<file path="src/fsp_defs.vh">
// constants for the flash self-programming controller
// ****************************************************************
// Contract
// - program one 128-word row per operation
// - erase blocks of eight rows, 1024 words
// - seven-bit ecc computed on write, checked on read
// - ecc bits programmed together with their data
// - single error corrected silently, double error traps
// - address is page field joined to offset
// - low-word ops reach bits 15..0, word/byte
// - high-word ops reach bits 23..16, word/byte
// - blocks and rows aligned from memory start
// - table writes land in latches only
// - any latch count programs; 128 fill row
// - latches load in any order, last wins
// - table write takes two cycles
// - double-word programming also supported
// - each row programmed separately; latches never program
// - table ops reach program space in normal mode
// - start bit runs self-timed op, then clears
// - op codes: 0011 erase, 0010 row, 0001 dword, 1110 chip
// - permit bit needed; bad attempt sets error flag
// ****************************************************************
`ifndef FSP_DEFS_VH
`define FSP_DEFS_VH

// register byte offsets
`define FSP_OFS_CTRL      8'h00
`define FSP_OFS_KEY       8'h04
`define FSP_OFS_TGT_LO    8'h08
`define FSP_OFS_TGT_UP    8'h0C
`define FSP_OFS_PAGE      8'h10
`define FSP_OFS_ECC       8'h14

// control register fields
`define FSP_CTRL_START    15
`define FSP_CTRL_PERMIT   14
`define FSP_CTRL_ERR      13
`define FSP_CTRL_OP_HI    3

// unlock key values
`define FSP_KEY_FIRST     8'h55
`define FSP_KEY_SECOND    8'hAA

// operation codes
`define FSP_OP_ERASE      4'h3
`define FSP_OP_ROW        4'h2
`define FSP_OP_DWORD      4'h1
`define FSP_OP_CHIP       4'hE

// ecc status fields
`define FSP_ECC_FIX       0
`define FSP_ECC_DBL       1

// timing: clock period and self-timed durations in ns
`define FSP_CLK_NS        50
`define FSP_PGM_WORD_NS   20000
`define FSP_ERASE_NS      100000

// reset values
`define FSP_RST_WORD      32'h0000_0000
`endif

</file>
<file path="src/fsp_ctrl.v">
// flash self-programming controller: apb registers, latches, sequencer
`include "fsp_defs.vh"

module fsp_ctrl #(
    parameter ROW_WORDS = 128,
    parameter PGM_CYC   = (`FSP_PGM_WORD_NS + `FSP_CLK_NS - 1) / `FSP_CLK_NS,
    parameter ERASE_CYC = (`FSP_ERASE_NS + `FSP_CLK_NS - 1) / `FSP_CLK_NS
) (
    // clock and reset
    input  wire        i_ref_clk,
    input  wire        i_rst,
    // apb slave
    input  wire        i_psel,
    input  wire        i_penable,
    input  wire        i_pwrite,
    input  wire [7:0]  i_paddr,
    input  wire [31:0] i_pwdata,
    output wire        o_pready,
    output wire        o_pslverr,
    output reg  [31:0] o_prdata,
    // core table port
    input  wire        i_tbl_req,
    input  wire        i_tbl_wr,
    input  wire        i_tbl_high,
    input  wire        i_tbl_byte,
    input  wire [15:0] i_tbl_ea,
    input  wire [15:0] i_tbl_wdata,
    output reg  [15:0] o_tbl_rdata,
    output reg         o_tbl_done,
    output reg         o_ecc_trap,
    output wire        o_cpu_stall,
    // flash array port
    output reg  [22:0] o_arr_addr,
    output reg  [30:0] o_arr_wdata,
    output reg         o_arr_prog,
    output reg         o_arr_read,
    output reg         o_arr_erase,
    output reg         o_arr_chip,
    input  wire [30:0] i_arr_rdata
);

    // ****************************************************************
    // sequencer states
    // ****************************************************************
    localparam ST_IDLE  = 2'd0;
    localparam ST_PGM   = 2'd1;
    localparam ST_WAIT  = 2'd2;
    localparam ST_ERASE = 2'd3;

    localparam KEY_IDLE  = 2'd0;
    localparam KEY_HALF  = 2'd1;
    localparam KEY_ARMED = 2'd2;

    localparam [31:0] ROW_LAST   = ROW_WORDS - 1;
    localparam [31:0] PGM_LAST   = PGM_CYC - 1;
    localparam [31:0] ERASE_LAST = ERASE_CYC - 1;

    reg  [23:0] latch_mem [0:ROW_WORDS-1];

    reg         start_q;
    reg         permit_q;
    reg         err_q;
    reg  [3:0]  opsel_q;
    reg  [1:0]  key_q;
    reg  [15:0] tgt_lo_q;
    reg  [7:0]  tgt_up_q;
    reg  [7:0]  page_q;
    reg         ecc_fix_q;
    reg         ecc_dbl_q;
    reg  [1:0]  st_q;
    reg  [6:0]  idx_q;
    reg  [6:0]  left_q;
    reg  [15:0] wait_q;
    reg         wr_pend_q;
    reg         rd_pend_q;
    reg         rd_high_q;
    reg         rd_byte_q;
    reg         rd_odd_q;

    wire        apb_setup;
    wire        apb_wr;
    wire        hit;
    wire        op_ok;
    wire        start_try;
    wire        launch;
    wire [23:0] target;
    wire [23:0] tbl_addr;
    wire [6:0]  tbl_idx;
    wire        tbl_take;
    wire [6:0]  enc_chk;
    wire [23:0] dec_data;
    wire        dec_single;
    wire        dec_double;
    reg  [23:0] merged;
    reg  [15:0] rd_sel;

    // ****************************************************************
    // apb decode
    // ****************************************************************
    assign apb_setup = i_psel && !i_penable;
    assign apb_wr    = i_psel && i_penable && i_pwrite;
    assign hit       = (i_paddr == `FSP_OFS_CTRL)   || (i_paddr == `FSP_OFS_KEY)  ||
                       (i_paddr == `FSP_OFS_TGT_LO) || (i_paddr == `FSP_OFS_TGT_UP) ||
                       (i_paddr == `FSP_OFS_PAGE)   || (i_paddr == `FSP_OFS_ECC);
    assign o_pready  = 1'b1;
    assign o_pslverr = i_psel && i_penable && !hit;

    assign target    = {tgt_up_q, tgt_lo_q};
    assign op_ok     = (i_pwdata[3:0] == `FSP_OP_ERASE) || (i_pwdata[3:0] == `FSP_OP_ROW) ||
                       (i_pwdata[3:0] == `FSP_OP_DWORD) || (i_pwdata[3:0] == `FSP_OP_CHIP);
    assign start_try = apb_wr && (i_paddr == `FSP_OFS_CTRL) && i_pwdata[`FSP_CTRL_START]
                       && !start_q;
    // start only when unlocked, permitted and the code is implemented
    assign launch    = start_try && (key_q == KEY_ARMED) && i_pwdata[`FSP_CTRL_PERMIT]
                       && op_ok;
    assign o_cpu_stall = start_q;

    // read data, captured in the setup phase
    always @(posedge i_ref_clk or posedge i_rst) begin
        if (i_rst) begin
            o_prdata <= `FSP_RST_WORD;
        end else if (apb_setup) begin
            case (i_paddr)
                `FSP_OFS_CTRL:   o_prdata <= {16'h0000, start_q, permit_q, err_q, 9'h000, opsel_q};
                `FSP_OFS_TGT_LO: o_prdata <= {16'h0000, tgt_lo_q};
                `FSP_OFS_TGT_UP: o_prdata <= {24'h000000, tgt_up_q};
                `FSP_OFS_PAGE:   o_prdata <= {24'h000000, page_q};
                `FSP_OFS_ECC:    o_prdata <= {30'h00000000, ecc_dbl_q, ecc_fix_q};
                default:         o_prdata <= `FSP_RST_WORD;       // key reads as zero
            endcase
        end
    end

    // ****************************************************************
    // control, key and address registers
    // ****************************************************************
    always @(posedge i_ref_clk or posedge i_rst) begin
        if (i_rst) begin
            permit_q <= 1'b0;
            opsel_q  <= 4'h0;
            err_q    <= 1'b0;
            key_q    <= KEY_IDLE;
            tgt_lo_q <= 16'h0000;
            tgt_up_q <= 8'h00;
            page_q   <= 8'h00;
        end else if (apb_wr) begin
            // any write breaks the unlock sequence unless it continues it
            key_q <= KEY_IDLE;
            case (i_paddr)
                `FSP_OFS_CTRL: begin
                    if (!start_q) begin
                        permit_q <= i_pwdata[`FSP_CTRL_PERMIT];
                        opsel_q  <= i_pwdata[`FSP_CTRL_OP_HI:0];
                    end
                    // failed start attempt sets the flag, set wins
                    err_q <= (start_try && !launch) || (i_pwdata[`FSP_CTRL_ERR] && err_q
                             && !launch);
                end
                `FSP_OFS_KEY: begin
                    if (i_pwdata[7:0] == `FSP_KEY_FIRST) begin
                        key_q <= KEY_HALF;
                    end else if (i_pwdata[7:0] == `FSP_KEY_SECOND && key_q == KEY_HALF) begin
                        key_q <= KEY_ARMED;
                    end
                end
                `FSP_OFS_TGT_LO: tgt_lo_q <= i_pwdata[15:0];
                `FSP_OFS_TGT_UP: tgt_up_q <= i_pwdata[7:0];
                `FSP_OFS_PAGE:   page_q   <= i_pwdata[7:0];
                default: ;
            endcase
        end
    end

    // ****************************************************************
    // ecc status, sticky, write one to clear, set wins
    // ****************************************************************
    always @(posedge i_ref_clk or posedge i_rst) begin
        if (i_rst) begin
            ecc_fix_q <= 1'b0;
            ecc_dbl_q <= 1'b0;
        end else begin
            if (rd_pend_q && dec_single) begin
                ecc_fix_q <= 1'b1;
            end else if (apb_wr && i_paddr == `FSP_OFS_ECC && i_pwdata[`FSP_ECC_FIX]) begin
                ecc_fix_q <= 1'b0;
            end
            if (rd_pend_q && dec_double) begin
                ecc_dbl_q <= 1'b1;
            end else if (apb_wr && i_paddr == `FSP_OFS_ECC && i_pwdata[`FSP_ECC_DBL]) begin
                ecc_dbl_q <= 1'b0;
            end
        end
    end

    // ****************************************************************
    // table port: latch writes and array reads
    // ****************************************************************
    assign tbl_addr = {page_q, i_tbl_ea};
    assign tbl_idx  = tbl_addr[7:1];
    assign tbl_take = i_tbl_req && !start_q && !launch && !wr_pend_q && !rd_pend_q;

    // merge a word or byte into the addressed latch
    always @* begin
        merged = latch_mem[tbl_idx];
        if (!i_tbl_high) begin
            if (!i_tbl_byte) begin
                merged[15:0] = i_tbl_wdata;
            end else if (tbl_addr[0]) begin
                merged[15:8] = i_tbl_wdata[7:0];
            end else begin
                merged[7:0] = i_tbl_wdata[7:0];
            end
        end else if (!i_tbl_byte || !tbl_addr[0]) begin
            merged[23:16] = i_tbl_wdata[7:0];
        end
    end

    // latches hold data until a program cycle, any order, last wins
    always @(posedge i_ref_clk) begin
        if (tbl_take && i_tbl_wr) begin
            latch_mem[tbl_idx] <= merged;
        end
    end

    // select the read lanes from the corrected word
    always @* begin
        if (rd_high_q) begin
            rd_sel = (rd_byte_q && rd_odd_q) ? 16'h0000 : {8'h00, dec_data[23:16]};
        end else if (!rd_byte_q) begin
            rd_sel = dec_data[15:0];
        end else begin
            rd_sel = rd_odd_q ? {8'h00, dec_data[15:8]} : {8'h00, dec_data[7:0]};
        end
    end

    // two-cycle completion for both reads and writes
    always @(posedge i_ref_clk or posedge i_rst) begin
        if (i_rst) begin
            wr_pend_q   <= 1'b0;
            rd_pend_q   <= 1'b0;
            rd_high_q   <= 1'b0;
            rd_byte_q   <= 1'b0;
            rd_odd_q    <= 1'b0;
            o_tbl_done  <= 1'b0;
            o_tbl_rdata <= 16'h0000;
            o_ecc_trap  <= 1'b0;
        end else begin
            wr_pend_q  <= tbl_take && i_tbl_wr;
            rd_pend_q  <= tbl_take && !i_tbl_wr;
            o_tbl_done <= wr_pend_q || rd_pend_q;
            o_ecc_trap <= rd_pend_q && dec_double;
            if (tbl_take) begin
                rd_high_q <= i_tbl_high;
                rd_byte_q <= i_tbl_byte;
                rd_odd_q  <= tbl_addr[0];
            end
            if (rd_pend_q) begin
                // corrected data goes to the core only, array untouched
                o_tbl_rdata <= rd_sel;
            end
        end
    end

    // ****************************************************************
    // ecc coder shared by program and read paths
    // ****************************************************************
    fsp_ecc u_ecc (
        .i_enc_data   (latch_mem[idx_q]),
        .o_enc_check  (enc_chk),
        .i_dec_word   (i_arr_rdata),
        .o_dec_data   (dec_data),
        .o_dec_single (dec_single),
        .o_dec_double (dec_double)
    );

    // ****************************************************************
    // self-timed program and erase sequencer
    // ****************************************************************
    always @(posedge i_ref_clk or posedge i_rst) begin
        if (i_rst) begin
            st_q        <= ST_IDLE;
            start_q     <= 1'b0;
            idx_q       <= 7'h00;
            left_q      <= 7'h00;
            wait_q      <= 16'h0000;
            o_arr_addr  <= 23'h000000;
            o_arr_wdata <= 31'h00000000;
            o_arr_prog  <= 1'b0;
            o_arr_read  <= 1'b0;
            o_arr_erase <= 1'b0;
            o_arr_chip  <= 1'b0;
        end else begin
            o_arr_prog <= 1'b0;
            o_arr_read <= 1'b0;
            case (st_q)
                ST_IDLE: begin
                    if (tbl_take && !i_tbl_wr) begin
                        o_arr_addr <= tbl_addr[23:1];
                        o_arr_read <= 1'b1;
                    end
                    if (launch) begin
                        start_q <= 1'b1;
                        case (i_pwdata[3:0])
                            `FSP_OP_ROW: begin
                                // row base: low offset bits dropped
                                o_arr_addr <= {target[23:8], 7'h00};
                                idx_q      <= 7'h00;
                                left_q     <= ROW_LAST[6:0];
                                st_q       <= ST_PGM;
                            end
                            `FSP_OP_DWORD: begin
                                o_arr_addr <= {target[23:2], 1'b0};
                                idx_q      <= {target[7:2], 1'b0};
                                left_q     <= 7'h01;
                                st_q       <= ST_PGM;
                            end
                            `FSP_OP_ERASE: begin
                                // eight-row block, aligned from address zero
                                o_arr_addr  <= {target[23:11], 10'h000};
                                o_arr_erase <= 1'b1;
                                wait_q      <= ERASE_LAST[15:0];
                                st_q        <= ST_ERASE;
                            end
                            default: begin
                                o_arr_chip <= 1'b1;
                                wait_q     <= ERASE_LAST[15:0];
                                st_q       <= ST_ERASE;
                            end
                        endcase
                    end
                end
                ST_PGM: begin
                    // data and its check bits go out in one strobe
                    o_arr_wdata <= {enc_chk, latch_mem[idx_q]};
                    o_arr_prog  <= 1'b1;
                    wait_q      <= PGM_LAST[15:0];
                    st_q        <= ST_WAIT;
                end
                ST_WAIT: begin
                    if (wait_q != 16'h0000) begin
                        wait_q <= wait_q - 16'h0001;
                    end else if (left_q != 7'h00) begin
                        left_q     <= left_q - 7'h01;
                        idx_q      <= idx_q + 7'h01;
                        o_arr_addr <= o_arr_addr + 23'h000001;
                        st_q       <= ST_PGM;
                    end else begin
                        start_q <= 1'b0;
                        st_q    <= ST_IDLE;
                    end
                end
                ST_ERASE: begin
                    if (wait_q != 16'h0000) begin
                        wait_q <= wait_q - 16'h0001;
                    end else begin
                        o_arr_erase <= 1'b0;
                        o_arr_chip  <= 1'b0;
                        start_q     <= 1'b0;
                        st_q        <= ST_IDLE;
                    end
                end
                default: st_q <= ST_IDLE;
            endcase
        end
    end

endmodule // fsp_ctrl

</file>
<file path="src/fsp_ecc.v">
// seven-bit sec-ded code for one 24-bit program word
module fsp_ecc (
    // encoder side
    input  wire [23:0] i_enc_data,
    output wire [6:0]  o_enc_check,
    // decoder side
    input  wire [30:0] i_dec_word,
    output wire [23:0] o_dec_data,
    output wire        o_dec_single,
    output wire        o_dec_double
);

    // ****************************************************************
    // position code of each data bit: 33..56, never a power of two
    // ****************************************************************
    function [23:0] mask_of;
        input integer j;
        integer i;
        integer p;
        begin
            mask_of = 24'h000000;
            for (i = 0; i < 24; i = i + 1) begin
                p          = 33 + i;
                mask_of[i] = p[j];
            end
        end
    endfunction

    wire [5:0]  enc_syn;
    wire [5:0]  dec_syn;
    wire [23:0] dec_raw;
    wire        dec_par;

    assign dec_raw = i_dec_word[23:0];

    // hamming check bits, one per position bit
    genvar j;
    generate
        for (j = 0; j < 6; j = j + 1) begin : g_chk
            assign enc_syn[j] = ^(i_enc_data & mask_of(j));
            assign dec_syn[j] = (^(dec_raw & mask_of(j))) ^ i_dec_word[24 + j];
        end
    endgenerate

    // overall parity is the seventh bit
    assign o_enc_check = {^{i_enc_data, enc_syn}, enc_syn};
    assign dec_par     = ^i_dec_word;

    // flip the data bit whose position matches the syndrome
    genvar i;
    generate
        for (i = 0; i < 24; i = i + 1) begin : g_fix
            assign o_dec_data[i] = dec_raw[i] ^ (dec_par && (dec_syn == (33 + i)));
        end
    endgenerate

    assign o_dec_single = dec_par;
    assign o_dec_double = !dec_par && (dec_syn != 6'h00);

endmodule // fsp_ecc

</file>
<file path="config.mk">
export PLATFORM = sky130hd
export DESIGN_NAME = fsp_ctrl
export DESIGN_NICKNAME = d
export VERILOG_FILES = /design/src/fsp_ctrl.v /design/src/fsp_ecc.v
export VERILOG_INCLUDE_DIRS = /design/src
export SDC_FILE = /design/constraint.sdc
export NUM_CORES = 2
export LEC_CHECK = 0
export BUFFER_PORTS_ARGS = -buffer_cell sky130_fd_sc_hd__buf_4
export CORE_MARGIN = 1
export CORE_UTILIZATION = 61
export CTS_CLUSTER_SIZE = 16
export DETAILED_ROUTE_END_ITERATION = 8
export PLACE_DENSITY = 0.82
export SETUP_SLACK_MARGIN = 0.02
export SYNTH_ARGS = -nofsm -noshare
export SYNTH_HDL_FRONTEND = slang
export SYNTH_SLANG_ARGS = --single-unit
</file>
<file path="constraint.sdc">
create_clock -name i_ref_clk -period 6.9 [get_ports i_ref_clk]
set_input_delay 0.69 -clock i_ref_clk [delete_from_list [all_inputs] [get_ports i_ref_clk]]
set_output_delay 0.69 -clock i_ref_clk [all_outputs]
set_load 0.02 [all_outputs]
</file>
# Word-level counts from Yosys, hierarchy flattened

Memories as Yosys holds them, arrays and structs flattened.
Index checks and enable logic that the tools add are counted.

Output and inout port bits: 111
Memories: 1
Input bits: 112
Word-level logic and storage cells: 295
RAM bits: 3072
Register bits: 188

Memories:

| name      | words | bits a word | read ports | clocked after Yosys merged registers in | wr ports | line          | RTL |
|---|---|---|---|---|---|---|---|
| latch_mem | 128   | 24          | 1          | 0                                       | 1        | fsp_ctrl.v:58 | `reg [23:0] latch_mem [0:ROW_WORDS-1];` |

Reduce and logical (&&, ||, !) cells: 114
Eq/ne operators: 56
Mux-type cells: 60
$add $sub $neg: 4
Bitwise gates (word level): 31

Operator list:

| cell                    | number |
|---|---|
| $reduce_xor A24 Y1      | 12 |
| $eq A6 B6 Y1 const B    | 24 |
| $mux W16                | 7 |
| $mux W23                | 4 |
| $pmux W16 S5            | 1 |
| $pmux W23 S3            | 1 |
| $pmux W7 S2             | 4 |
| $logic_and A1 B1 Y1     | 51 |
| $mux W8                 | 6 |
| $pmux W16 S3            | 1 |
| $pmux W23 S2            | 1 |
| $mux W7                 | 6 |
| $reduce_xor A31 Y1      | 1 |
| $reduce_xor A30 Y1      | 1 |
| $xor A1 B1 Y1           | 30 |
| $add A23 B1 Y23 const B | 1 |
| $reduce_and A3 Y1       | 7 |
| $mux W1                 | 18 |
| $ne A2 B2 Y1 const B    | 9 |
| $eq A8 B4 Y1 const B    | 2 |
| $eq A8 B5 Y1 const B    | 2 |
| $reduce_bool A16 Y1     | 1 |
| $sub A16 B1 Y16 const B | 1 |
| $mux W2                 | 7 |
| 30 further kinds        | 67 |

# Longest topological paths before layout

Depth after elaboration: 17
Gate-level depth with buffers: 19
Mapped depth without buffers: 13

# Cells and area by module

From an unflattened synthesis, not the netlist that was laid out.

Cell total of the unflattened synthesis: 6953
Area, all modules: 130516.4 um^2

By module, submodules not included:

| module   | cells an instance | times used | sequential area each (um^2) | area each (um^2) |
|---|---|---|---|---|
| fsp_ctrl | 6775              | 1          | 96552.6                     | 128993.7 |
| fsp_ecc  | 178               | 1          | 0.0                         | 1522.7 |

# Worst setup path after synthesis

OpenSTA, ideal clock, no wires.

Path kind: register to register
From: register idx_q[0]
To: register o_arr_wdata[30]
Data arrival time: 4.006 ns
Setup slack: 2.818 ns
Setup time: 0.077 ns
Period minus slack after synthesis: 4.082 ns
Required time: 6.823 ns
Stages on the path, launching flop included: 17
Path buffers: 5
Path through: dfrtp_1 buf_6 buf_6 buf_6 buf_6 buf_2 mux4_2 a22oi_1 nand2_1 a221oi_1 o21ai_0 nand2_1 xor2_1 xor3_1 xnor2_1 xnor3_1 o21ai_1

Longest elaborated chain between the ends: 3
Elaborated cells between the ends (all ways): 8
Those cells by class: reduce/logical: 7; memory: 1

Ends and longest elaborated chain:

| what                   | line           | RTL |
|---|---|---|
| start, declared        | fsp_ctrl.v:71  | `reg [6:0] idx_q;` |
| start signal, assigned | fsp_ctrl.v:313 | `idx_q <= {target[7:2], 1'b0};` |
| start signal, assigned | fsp_ctrl.v:344 | `idx_q <= idx_q + 7'h01;` |
| $mem_v2 Z128 W24 (*)   | -              |  |
| $reduce_xor A24 Y1     | fsp_ecc.v:40   | `assign enc_syn[j] = ^(i_enc_data & mask_of(j));` |
| $reduce_xor A30 Y1 (*) | fsp_ecc.v:46   | `assign o_enc_check = {^{i_enc_data, enc_syn}, enc_syn};` |
| end signal, assigned   | fsp_ctrl.v:334 | `o_arr_wdata <= {enc_chk, latch_mem[idx_q]};` |
| end, declared          | fsp_ctrl.v:34  | `output reg [30:0] o_arr_wdata,` |

Every way passes the cells marked *; elsewhere a longest branch is shown, timed or not.
A chain may end at the register's enable or synchronous reset.

# Worst setup path in the final report

Ends and elaborated chain as after synthesis.

==> impl_metrics.toml <==
[floorplan]
dieArea_um2 = 214000
ios = 223
die_x_um = 463
rows = 168
core_um2 = 210000
start_util = 0.616
die_h_um = 463

[min_path]
min_to = "tgt_up_q[7]$_DFFE_PP0P_"
worstHoldStart = "i_pwdata[7]"
min_path_cells = 2
min_path_type = "in -> reg"

[logic_synthesis]
yosysWarningCount = 0
avgSynthCellArea_um2 = 20.0
ys_types = 81
syn_area_um2 = 130000
synth_seq_area_share = 0.745
synth_flop_cell = "edfxtp_1"
async_flop_share = 0.0530
synth_edf_count = 3072
ys_seq_elements = 3244
netlist_instances = 6465

[global_routing]
grt_remaining_overflow = 0
grt.total_usage = 0.343
grt_pass1_wl_um = 517000
grt_pass1_vias = 70300
grt_max_degree = 190
antenna_found_initial = 14

[sta]
setup_viol = 0
hold_viol_final = 0
worst_slew_pin_slew_ns = 1.53
hold-worst-slack_ns = 0.0453
clock_skew_ns = 0.0553
max_freq_mhz = 172
drv_slew = 32
tns_ns = 0
rsz0062_at_grt = "false"
post-route-period-util = 0.841
max_slew_margin = -0.0196
period_needed_ns = 5.80

[drt]
drtAntennaViolNets = 0
routed_wl_um = 367000
wl_met1_um = 117000
top_layer = "met5"
met3_length_um = 45100
first_pass_iters = 9
drtIter0Drc = 11400
wl_per_cell_um = 37.4
met2_length_um = 176000
drc = 0
via_per_inst = 7.13
vias = 70000

[critical_path]
regToRegSetupSlack_ns = 1.10
cp_max_fo = 38
crit_arrival_ns = 6.66
cp.required_ns = 7.75
reg2reg_to = "o_arr_wdata[30]$_DFFE_PP0P_"
r2r_start = "idx_q[0]$_DFFE_PP0P_"
cp-end-kind = "register"
cp-start-kind = "register"
reg2reg_depth = 12
path_class = "reg -> reg"

[final_layout]
fin_util = 0.684
fill_cells = 12100
area.sequential_um2 = 96600
drive_gt1_frac = 0.246
multiInputGateArea_um2 = 30900
area.growth.synth_to_final_pct = 11.0
stdcell_count = 9826
nets = 6905

[clock_network]
clock_latency_ns = 0.96
clock_sinks = 3244
cts-resized-gates = 0
cts_made_buffers = 323
cts_tree = "yes"
clk_pin_slew_ns = 0.06
htree_levels = 5
root_buffer = "clkbuf_16"
clockBufferDepth = 4

[pwr]
ir_drop_mv = 0.314
p_leak_nw = 45.4
p_per_area_nw_per_um2 = 271

[placed_design]
dp.cells = 9260
place_hpwl_um = 221000
place_congestion = 0.999
io_buffers = 189

[run_status]
violations = "max-slew violations"
outcome = "complete, but fails checks"

[flow_run]
cap_violations = 0
==> synthesized netlist by cell type, types with 26 or more instances <==
library cell / count / share of area
dfrtp_1: 172 / 0.033
mux4_2: 832 / 0.14
buf_6: 48 / 0.0042
nor3_1: 36 / 0.0014
edfxtp_1: 3072 / 0.71
nand2_1: 393 / 0.011
inv_1: 26 / 0.00075
buf_2: 84 / 0.0032
nand3_1: 33 / 0.0013
a22oi_1: 83 / 0.0048
nor2_1: 516 / 0.015
clkbuf_1: 157 / 0.0045
a21oi_1: 79 / 0.0031
o22ai_1: 55 / 0.0027
mux2_2: 74 / 0.0064
xnor2_1: 79 / 0.0053
o21ai_0: 111 / 0.0043
buf_4: 63 / 0.0036
mux2i_1: 181 / 0.014
xor2_1: 29 / 0.0020
==> placed cells by master, fill, tap and decap left out, types with 11 or more instances in the layout <==
| cell | n |
|---|---|
| and3_1 | 16 |
| o21a_1 | 13 |
| edfxtp_1 | 3072 |
| clkbuf_1 | 72 |
| nor2_1 | 512 |
| nand3_1 | 32 |
| xor2_1 | 29 |
| o21ai_0 | 110 |
| bufinv_16 | 13 |
| diode_2 | 11 |
| clkinv_1 | 63 |
| o221ai_1 | 15 |
| a211o_1 | 13 |
| a22oi_1 | 83 |
| nand2b_1 | 19 |
| a221oi_1 | 21 |
| mux2_2 | 66 |
| clkbuf_8 | 13 |
| inv_1 | 24 |
| a41o_1 | 11 |
| clkbuf_16 | 329 |
| a31oi_1 | 21 |
| o22ai_1 | 55 |
| a21oi_1 | 79 |
| nor3_1 | 34 |
| buf_12 | 25 |
| mux4_2 | 832 |
| conb_1 | 17 |
| clkinv_2 | 46 |
| nand2_1 | 391 |
| buf_4 | 324 |
| dfrtp_1 | 166 |
| xnor2_1 | 79 |
| xnor3_1 | 14 |
| nand4_1 | 15 |
| mux2i_1 | 181 |
==> where the power goes <==
group	switching, mW	internal [mW]	leakage, nW
logic	0.667	0.192	10.9
clock network	7.30	9.27	4.72
registers	0.0116	21.6	29.8
==> area by class of cell <==
cell class,instances,area share
flip-flops and latches,3244,0.671
multi-input cells,2822,0.215
clock buffers,408,0.0598
well taps,2805,0.0244
repair buffers,366,0.0217
clock inverters,138,0.00712
inverters,32,0.000974
diodes,11,0.000191
==> sequential cells by signal, summed over array words and instances (netlist names), 2 cells and up <==
| signal | flops |
|---|---|
| idx_q | 7 |
| key_q | 2 |
| latch_mem | 3072 |
| left_q | 7 |
| o_arr_addr | 23 |
| o_arr_wdata | 31 |
| o_prdata | 16 |
| o_tbl_rdata | 16 |
| opsel_q | 4 |
| page_q | 8 |
| st_q | 2 |
| tgt_lo_q | 16 |
| tgt_up_q | 8 |
| wait_q | 16 |
==> worst max-delay path: stages (launching register included) <==
cell and delay, ns:
dfrtp_4 1.18, buf_12 0.35, mux4_2 0.57, mux2_2 0.34, a221oi_1 0.46, a22oi_1 0.16
o211ai_1 0.95, xnor2_1 0.21, xnor3_1 0.30, xnor3_1 0.40, xnor2_1 0.22, xnor3_1 0.34
o21ai_1 0.12
==> metrics by stage <==
step                      power, mW  setup slack [ns]  cell area (um2)
after floorplan                22.4              1.55           130000
after global placement         22.8              1.29           134000
after detailed placement       22.9              1.24           134000
after CTS                      39.0              1.19           144000
after global routing           39.8             0.951           144000
final                          39.0              1.10           144000
==> metal layers <==
layer  global-route usage  up-vias
li1                     -    27000
met1                0.416    35700
met2                0.547     6025
met3               0.0923     1325
met4                0.225       18
met5              0.00602        -
==> worst max-delay path by stage <==
stage	cells past startpoint	endpoint	slack (ns)	start
after floorplan	1	ecc_dbl_q$_DFFE_PP0P_	1.55	i_rst
after global placement	13	o_arr_wdata[30]$_DFFE_PP0P_	1.29	idx_q[0]$_DFFE_PP0P_
after detailed placement	13	o_arr_wdata[30]$_DFFE_PP0P_	1.24	idx_q[0]$_DFFE_PP0P_
after CTS	12	o_arr_wdata[30]$_DFFE_PP0P_	1.19	idx_q[0]$_DFFE_PP0P_
after global routing	14	o_arr_wdata[30]$_DFFE_PP0P_	0.95	idx_q[0]$_DFFE_PP0P_
final	12	o_arr_wdata[30]$_DFFE_PP0P_	1.10	idx_q[0]$_DFFE_PP0P_
==> what timing repair did <==
action / in CTS / in global routing
endpoints found under the hold margin: 113 / 0
setup buffers: 0 / 0
setup endpoints to repair: 0 / 0
hold buffers: 9 / 0
==> logic make-up (layout without fill, tap and decap cells) <==
logic type               count (synthesis)  after routing  share of synthesized area
flip-flops                            3244           3244                      0.745
adder cells (fa/ha/maj)                  4              4                   0.000386
other                                    2             28                  0.0000579
AND/OR/NAND/NOR                       1088           1088                     0.0348
XOR/XNOR                               125            125                     0.0102
multiplexers                          1090           1090                      0.166
buffers and inverters                  414            944                     0.0182
AO/OA/AOI/OAI                          498            498                     0.0258
(Power assumes the default switching activity.)
